**src/shared/swf_pkg.sv**
```systemverilog
// Shared constants and types of the sliding-window input filter
package swf_pkg;

    ////////////////////////////////////////////////////////////////////////
    // Sizes
    localparam int CH_NUM = 4;
    localparam int HIST_DEPTH = 64;
    localparam int SPAN_W = 6;
    localparam int COUNT_W = 7;
    localparam int PSC_W = 16;

    ////////////////////////////////////////////////////////////////////////
    // Register byte addresses
    localparam logic [7:0] ADDR_CFG = 8'h6C;
    localparam logic [7:0] ADDR_SRC = 8'h70;
    localparam logic [7:0] ADDR_STAT = 8'h74;

    ////////////////////////////////////////////////////////////////////////
    // Field positions of the configuration word
    localparam int VOTE_LSB = 24;
    localparam int SPAN_LSB = 17;
    localparam int ON_BIT = 16;
    localparam int PSC_LSB = 0;

    ////////////////////////////////////////////////////////////////////////
    // Values after reset and write masks
    localparam logic [31:0] CFG_RESET = 32'h0000_0000;
    localparam logic [31:0] CFG_WMASK = 32'h3F7F_FFFF;
    localparam logic [3:0] SRC_RESET = 4'h0;
    localparam logic [31:0] RD_IDLE = 32'h0000_0000;

    ////////////////////////////////////////////////////////////////////////
    // Configuration register layout
    typedef struct packed {
        logic [1:0] rsv_hi;
        logic [5:0] level_vote_count;
        logic rsv_mid;
        logic [5:0] sample_span;
        logic filter_on;
        logic [15:0] psc;
    } swf_cfg_s;

    // Three-stage synchroniser for a group of channel levels
    typedef struct packed {
        logic [3:0] s1;
        logic [3:0] s2;
        logic [3:0] s3;
    } swf_sync_s;

    // Whole state of the filter top
    typedef struct packed {
        swf_cfg_s cfg;
        logic [3:0] src_sel;
        logic [15:0] psc_cnt;
        logic tick;
        logic decide;
        swf_sync_s pin_sync;
        swf_sync_s alt_sync;
        logic [3:0] pin_lvl;
        logic [3:0] alt_lvl;
        logic [3:0] filt;
        logic [3:0] chan_out;
        logic [31:0] rdata;
    } swf_state_s;

endpackage : swf_pkg

```
**src/verilog/swf_filter.sv**
```systemverilog
// Four-channel sliding-window majority filter with source routing and registers
//
// Added by the designer: the plain strobed port.
`timescale 1ns/1ps

// Notes on behaviour
// - Threshold field bits 29:24, up to 63
// - Enough high or low samples set output
// - Neither count reaches threshold: output holds
// - Window field bits 22:17, up to 63
// - History is a 64-bit shift store
// - Bit 16 switches the filter on
// - 16-bit prescaler spaces the sample points
// - Only levels at sample points are counted
// - Configuration register resets to all zeros
// - One filter in front of each channel
// - Internal clock sources bypass the filter
// - Channel one selects pin or comparator
module swf_filter #(
    // Channels that own an alternate internal source
    parameter logic [3:0] ALT_MASK = 4'h1
) (
    // Clock and reset
    input wire logic sys_clk,
    input wire logic reset_n,
    // Register port
    input wire logic [7:0] reg_addr,
    input wire logic [31:0] reg_wdata,
    input wire logic reg_wr,
    input wire logic reg_rd,
    output logic [31:0] reg_rdata,
    // Pin inputs of the four channels
    input wire logic [3:0] pin_source,
    // Internal alternates: comparator, low-speed ext, low-speed int, fast ext / 128
    input wire logic [3:0] alt_source,
    // Conditioned channel levels toward the capture logic
    output logic [3:0] chan_level
);

    swf_pkg::swf_state_s st_reg;
    swf_pkg::swf_state_s st_next;
    logic [3:0][swf_pkg::HIST_DEPTH-1:0] hist;
    logic [3:0][swf_pkg::COUNT_W-1:0] ones_cnt;
    logic [3:0][swf_pkg::COUNT_W-1:0] zeros_cnt;
    logic [3:0] vote_high;
    logic [3:0] vote_low;
    logic [swf_pkg::COUNT_W-1:0] vote_w;
    logic [swf_pkg::COUNT_W-1:0] span_w;

    ////////////////////////////////////////////////////////////////////////
    // Count of ones in the newest span entries of a history
    function automatic logic [6:0] ones_in(input logic [63:0] h, input logic [5:0] span);
        logic [6:0] c;
        c = 7'h00;
        for (int i = 0; i < swf_pkg::HIST_DEPTH; i++) begin
            if (i < int'(span)) begin
                c = c + {6'h00, h[i]};
            end
        end
        return c;
    endfunction : ones_in

    // Vote threshold and window span widened to the count width
    assign vote_w = {1'b0, st_reg.cfg.level_vote_count};
    assign span_w = {1'b0, st_reg.cfg.sample_span};

    ////////////////////////////////////////////////////////////////////////
    // Per-channel history store and window votes
    for (genvar g = 0; g < swf_pkg::CH_NUM; g++) begin : g_chan
        // One filter history per channel input
        swf_history #(
            .DEPTH(swf_pkg::HIST_DEPTH)
        ) u_hist (
            .sys_clk(sys_clk),
            .reset_n(reset_n),
            .shift_en(st_reg.tick),
            .bit_in(st_reg.pin_lvl[g]),
            .hist_out(hist[g])
        );

        // Ones and zeros inside the window
        assign ones_cnt[g] = ones_in(hist[g], st_reg.cfg.sample_span);
        assign zeros_cnt[g] = span_w - ones_cnt[g];
        assign vote_high[g] = (ones_cnt[g] >= vote_w);
        assign vote_low[g] = (zeros_cnt[g] >= vote_w);
    end

    ////////////////////////////////////////////////////////////////////////
    // Next-state logic
    always_comb begin
        st_next = st_reg;

        // Register writes, reserved bits forced to zero
        if (reg_wr && reg_addr == swf_pkg::ADDR_CFG) begin
            st_next.cfg = reg_wdata & swf_pkg::CFG_WMASK;
        end
        if (reg_wr && reg_addr == swf_pkg::ADDR_SRC) begin
            st_next.src_sel = reg_wdata[3:0] & ALT_MASK;
        end

        // Read data stand for one cycle only
        st_next.rdata = swf_pkg::RD_IDLE;
        if (reg_rd) begin
            unique case (reg_addr)
                swf_pkg::ADDR_CFG: st_next.rdata = st_reg.cfg;
                swf_pkg::ADDR_SRC: st_next.rdata = {28'h0000000, st_reg.src_sel};
                swf_pkg::ADDR_STAT: st_next.rdata = {20'h00000, st_reg.alt_lvl,
                    st_reg.pin_lvl, st_reg.chan_out};
                default: st_next.rdata = swf_pkg::RD_IDLE;
            endcase
        end

        // Three-stage synchronisers for pins and alternates
        st_next.pin_sync.s1 = pin_source;
        st_next.pin_sync.s2 = st_reg.pin_sync.s1;
        st_next.pin_sync.s3 = st_reg.pin_sync.s2;
        st_next.alt_sync.s1 = alt_source;
        st_next.alt_sync.s2 = st_reg.alt_sync.s1;
        st_next.alt_sync.s3 = st_reg.alt_sync.s2;

        // Accept a level once the last two stages agree
        for (int i = 0; i < swf_pkg::CH_NUM; i++) begin
            if (st_reg.pin_sync.s2[i] == st_reg.pin_sync.s3[i]) begin
                st_next.pin_lvl[i] = st_reg.pin_sync.s3[i];
            end
            if (st_reg.alt_sync.s2[i] == st_reg.alt_sync.s3[i]) begin
                st_next.alt_lvl[i] = st_reg.alt_sync.s3[i];
            end
        end

        // Prescaler: one tick every psc+1 system clocks
        st_next.tick = 1'b0;
        if (!st_reg.cfg.filter_on) begin
            st_next.psc_cnt = 16'h0000;
        end else if (st_reg.psc_cnt >= st_reg.cfg.psc) begin
            st_next.psc_cnt = 16'h0000;
            st_next.tick = 1'b1;
        end else begin
            st_next.psc_cnt = st_reg.psc_cnt + 16'h0001;
        end

        // Decide one cycle after the history has taken the sample
        st_next.decide = st_reg.tick && st_reg.cfg.filter_on;

        // Level decision per channel
        for (int i = 0; i < swf_pkg::CH_NUM; i++) begin
            if (!st_reg.cfg.filter_on) begin
                st_next.filt[i] = st_reg.pin_lvl[i];
            end else if (st_reg.decide) begin
                if (vote_high[i]) begin
                    st_next.filt[i] = 1'b1;
                end else if (vote_low[i]) begin
                    st_next.filt[i] = 1'b0;
                end else begin
                    st_next.filt[i] = st_reg.filt[i];
                end
            end
        end

        // Source routing: internal sources skip the filter
        for (int i = 0; i < swf_pkg::CH_NUM; i++) begin
            if (st_reg.src_sel[i]) begin
                st_next.chan_out[i] = st_reg.alt_lvl[i];
            end else begin
                st_next.chan_out[i] = st_reg.filt[i];
            end
        end
    end

    ////////////////////////////////////////////////////////////////////////
    // State register
    always_ff @(posedge sys_clk or negedge reset_n) begin
        if (!reset_n) begin
            st_reg <= '0;
        end else begin
            st_reg <= st_next;
        end
    end

    // Outputs
    assign reg_rdata = st_reg.rdata;
    assign chan_level = st_reg.chan_out;
endmodule : swf_filter

```
**src/verilog/swf_history.sv**
```systemverilog
// Sample history shift store of one filter channel
`timescale 1ns/1ps

module swf_history #(
    parameter int DEPTH = 64
) (
    // Clock and reset
    input wire logic sys_clk,
    input wire logic reset_n,
    // Sample entry
    input wire logic shift_en,
    input wire logic bit_in,
    // Registered history, bit 0 is the newest sample
    output logic [DEPTH-1:0] hist_out
);

    typedef struct packed {
        logic [DEPTH-1:0] bits;
    } swf_hist_s;

    swf_hist_s hist_reg;
    swf_hist_s hist_next;

    ////////////////////////////////////////////////////////////////////////
    // Shift one sample in per sample tick only
    always_comb begin
        hist_next = hist_reg;
        if (shift_en) begin
            hist_next.bits = {hist_reg.bits[DEPTH-2:0], bit_in};
        end
    end

    // State register
    always_ff @(posedge sys_clk or negedge reset_n) begin
        if (!reset_n) begin
            hist_reg <= '0;
        end else begin
            hist_reg <= hist_next;
        end
    end

    assign hist_out = hist_reg.bits;

endmodule : swf_history
```
**config.mk**
```make
export PLATFORM = sky130hd
export DESIGN_NAME = swf_filter
export DESIGN_NICKNAME = d
export VERILOG_FILES = /design/src/shared/swf_pkg.sv /design/src/verilog/swf_filter.sv /design/src/verilog/swf_history.sv
export SDC_FILE = /design/constraint.sdc
export NUM_CORES = 2
export LEC_CHECK = 0
export ABC_AREA = 1
export ABC_CLOCK_PERIOD_IN_PS = 77800
export BUFFER_PORTS_ARGS = -buffer_cell sky130_fd_sc_hd__buf_2
export CORE_MARGIN = 1.5
export CORE_UTILIZATION = 65
export CTS_CLUSTER_DIAMETER = 150
export DETAILED_ROUTE_END_ITERATION = 12
export PLACE_DENSITY = 0.83
export SYNTH_ARGS = -nofsm -noshare
export SYNTH_HDL_FRONTEND = slang
export SYNTH_SLANG_ARGS = --single-unit
```
**constraint.sdc**
```tcl
create_clock -name sys_clk -period 77.8 [get_ports sys_clk]
set_input_delay 15.56 -clock sys_clk [delete_from_list [all_inputs] [get_ports sys_clk]]
set_output_delay 15.56 -clock sys_clk [all_outputs]
set_load 0.05 [all_outputs]
```
==> results.py <==
metrics = {
    "cts": {
        "clkSinkCount": 369,
        "postCtsSetupRepairBufs": 0,
        "cts_tree": "yes",
        "clock_latency_ps": 660,
        "hold_buffers": 0,
        "clk_pin_slew_ps": 70,
        "cts-htree-levels": 2,
        "numCtsBuffers": 45,
        "clock_path_buffers": 3,
        "root_buffer": "clkbuf_16",
        "cts_resized": 0,
    },
    "layout": {
        "antenna_cells": 0,
        "drive_above_1_share": 0.195,
        "fillCellCount": 8975,
        "multiInputGateArea_um2": 47000,
        "largest_reg_flops": 252,
        "seq_area_um2": 9240,
        "final_cell_area_um2": 68800,
        "syn2layout_area_growth_pct": 3.93,
        "fin_nets": 11600,
        "fin_util": 0.685,
    },
    "timing": {
        "finalHoldViolCount": 0,
        "fmax_mhz": 25.0,
        "slew_viol_final": 120,
        "fin_ws_ps": 37770,
        "fin_crit_ps": 40030,
        "worstMarginPinSlew_ps": 1660,
        "rsz0062_at_grt": "false",
        "max_slew_margin": -0.105,
        "fin_skew_ps": 52.2,
        "finalSetupViolations": 0,
        "setup_tns_ps": 0,
        "timing.final.crit_share": 0.515,
    },
    "placement": {
        "dp_slack_ps": 37800,
        "hpwl_um": 122000,
        "io_buffer_count": 81,
        "post_dp_cell_area_um2": 67200,
        "gp_congestion": 0.891,
    },
    "critical_path": {
        "reg2regPathDepth": 225,
        "worst_path_most_repeated_cell": "nand2_1",
        "required_ps": 78410,
        "rrSetupSlack_ps": 37770,
        "critPathLaunchType": "register",
        "worst_path_dominant_cell_family": "adder cells",
        "critical_path_class": "register to register",
        "worstPathMaxFanout": 33,
        "arrival_ps": 40640,
        "path_depth": 225,
        "slowest_stage": "nor2_8",
        "cp-startpoint": "span_w[5]",
        "worstSetupEndpointType": "register",
        "reg2reg_to": "st_reg[38]",
        "max_stage_delay_ps": 570,
        "r2r-start": "span_w[5]",
        "critPathCapture": "st_reg[38]",
        "critPathBufInv": 27,
    },
    "routing": {
        "first_iter_violations": 3480,
        "ant_nets": 0,
        "via_per_inst": 5.17,
        "post_drt_wl_per_cell_um": 12.2,
        "firstDrtPassIters": 6,
        "vias": 63700,
        "remaining_drc_errors": 0,
        "drt_wl_total_um": 151000,
    },
    "floorplan": {
        "dieArea_um2": 104000,
        "die_w_um": 322,
        "rows": 116,
        "start_util": 0.659,
        "die_h_um": 322,
        "core_area_um2": 100000,
        "io_pins": 88,
    },
    "yosys": {
        "netlist.area_leader.share": 0.157,
        "postSynth.asyncResetShare": 1.00,
        "synth_edf_count": 0,
        "synth_seq_cells": 369,
        "netlist_top_cells_count": "2771 x nand2_1, 2168 x inv_1, 1163 x nand3_1",
        "ys_seq_area_frac": 0.140,
        "syn_area_per_cell_um2": 6.05,
        "postSynthCellCount": 10900,
        "yosys_warnings": 0,
        "ys_types": 72,
        "yosys.area.top_type": "nand2_1",
        "syn_area_um2": 66200,
        "ys.flop_type": "dfrtp_1",
        "synth_area_leaders": "nand2_1 16%, dfrtp_1 14%, inv_1 12%",
        "yosysMostFrequentCell": "nand2_1",
    },
    "min_path": {
        "hold_path_class": "register to register",
    },
    "power": {
        "ir_worst_vdd_v": 0.0000233,
        "clkPwrFrac": 0.151,
        "combPwrFrac": 0.648,
        "swShare": 0.513,
        "p_leak_nw": 38.7,
        "seq_power_share": 0.201,
        "p_per_area_nw_per_um2": 21.7,
        "power.switching_mw": 0.767,
        "p_int_mw": 0.729,
    },
    "global_route": {
        "grt_start_max_net_pins": 262,
        "grt_overflow": 0,
        "antenna_found_initial": 2,
        "grt_pass1_vias": 60500,
        "grt_usage": 0.292,
        "grt_pass1_wl_um": 263000,
    },
    "run": {
        "maxCapViolCount": 0,
    },
    "outcome": {
        "outcome": "finished with violations",
        "violations": "slew limit",
    },
}
[worst min-delay path by stage]
| stage | end | cells past startpoint | from |
|---|---|---|---|
| 6_report | st_next[63] | 0 | st_next[67] |
| 5_1_grt | st_next[50] | 0 | st_next[54] |
| 4_1_cts | st_next[63] | 0 | st_next[67] |
| 3_5_place_dp | st_next[63] | 0 | st_next[67] |
| 3_3_place_gp | st_next[63] | 0 | st_next[67] |
| 2_1_floorplan | st_next[48] | 0 | st_next[52] |
[placed cells by master, fill, tap and decap left out, types with 151 or more instances in the layout]
cell type / count
o21ai_0: 187
dfrtp_1: 368
nand2_1: 2771
nor2_1: 960
ha_1: 581
nand2_2: 856
nand3_1: 1163
nand3_2: 502
a21oi_1: 190
or2_2: 151
inv_1: 2168
[metrics by stage]
stage,hold slack [ps],total power [mW],instances
finish,349,1.50,12300
global route,358,1.70,12300
CTS,350,1.50,12300
detailed placement,336,1.27,12200
global placement,333,1.20,12200
floorplan,331,1.07,10900
[cells by family (layout without fill, tap and decap cells)]
kind of cell,Yosys count,count (layout),share of synthesized area
muxes,34,34,0.00577
AOI/OAI and AO/OA,536,536,0.0463
DFF,369,369,0.140
and+or+nand+nor,6941,6941,0.541
buffers and inverters,2435,2453,0.150
xor gates and xnor gates,36,36,0.00476
other,1,3,0.0000567
adders and majority gates,593,593,0.112
[worst register-to-register path, delay by kind of cell, from the launching register on]
kind	cells	cell delay, ps
buffers and inverters	27	1990
AOI/OAI and AO/OA	18	3040
muxes	1	130
DFF	1	440
and+or+nand+nor	113	15090
xor gates and xnor gates	1	170
adders and majority gates	65	19170
[area by class of cell]
type,count,area share
tap,1357,0.0247
inverter,2233,0.122
sequential,369,0.134
timing repair buffer,136,0.0122
multi-input combinational,8143,0.684
clock buffer,64,0.0184
clock inverter,20,0.00426
[layer usage]
metal / routed length (um) / GRT usage
met1: 68300 / 0.360
met3: 5510 / 0.0262
met4: 4300 / 0.0899
met2: 72600 / 0.532
met5: 0 / 0
[power groups by stage]
stage | Combinational [mW] | Clock (mW) | Sequential, mW
finish | 0.969 | 0.227 | 0.300
detailed placement | 0.963 | 0 | 0.302
floorplan | 0.780 | 0 | 0.288
global route | 1.15 | 0.237 | 0.308
CTS | 0.974 | 0.231 | 0.300
global placement | 0.902 | 0 | 0.299
(Power assumes the default switching activity.)
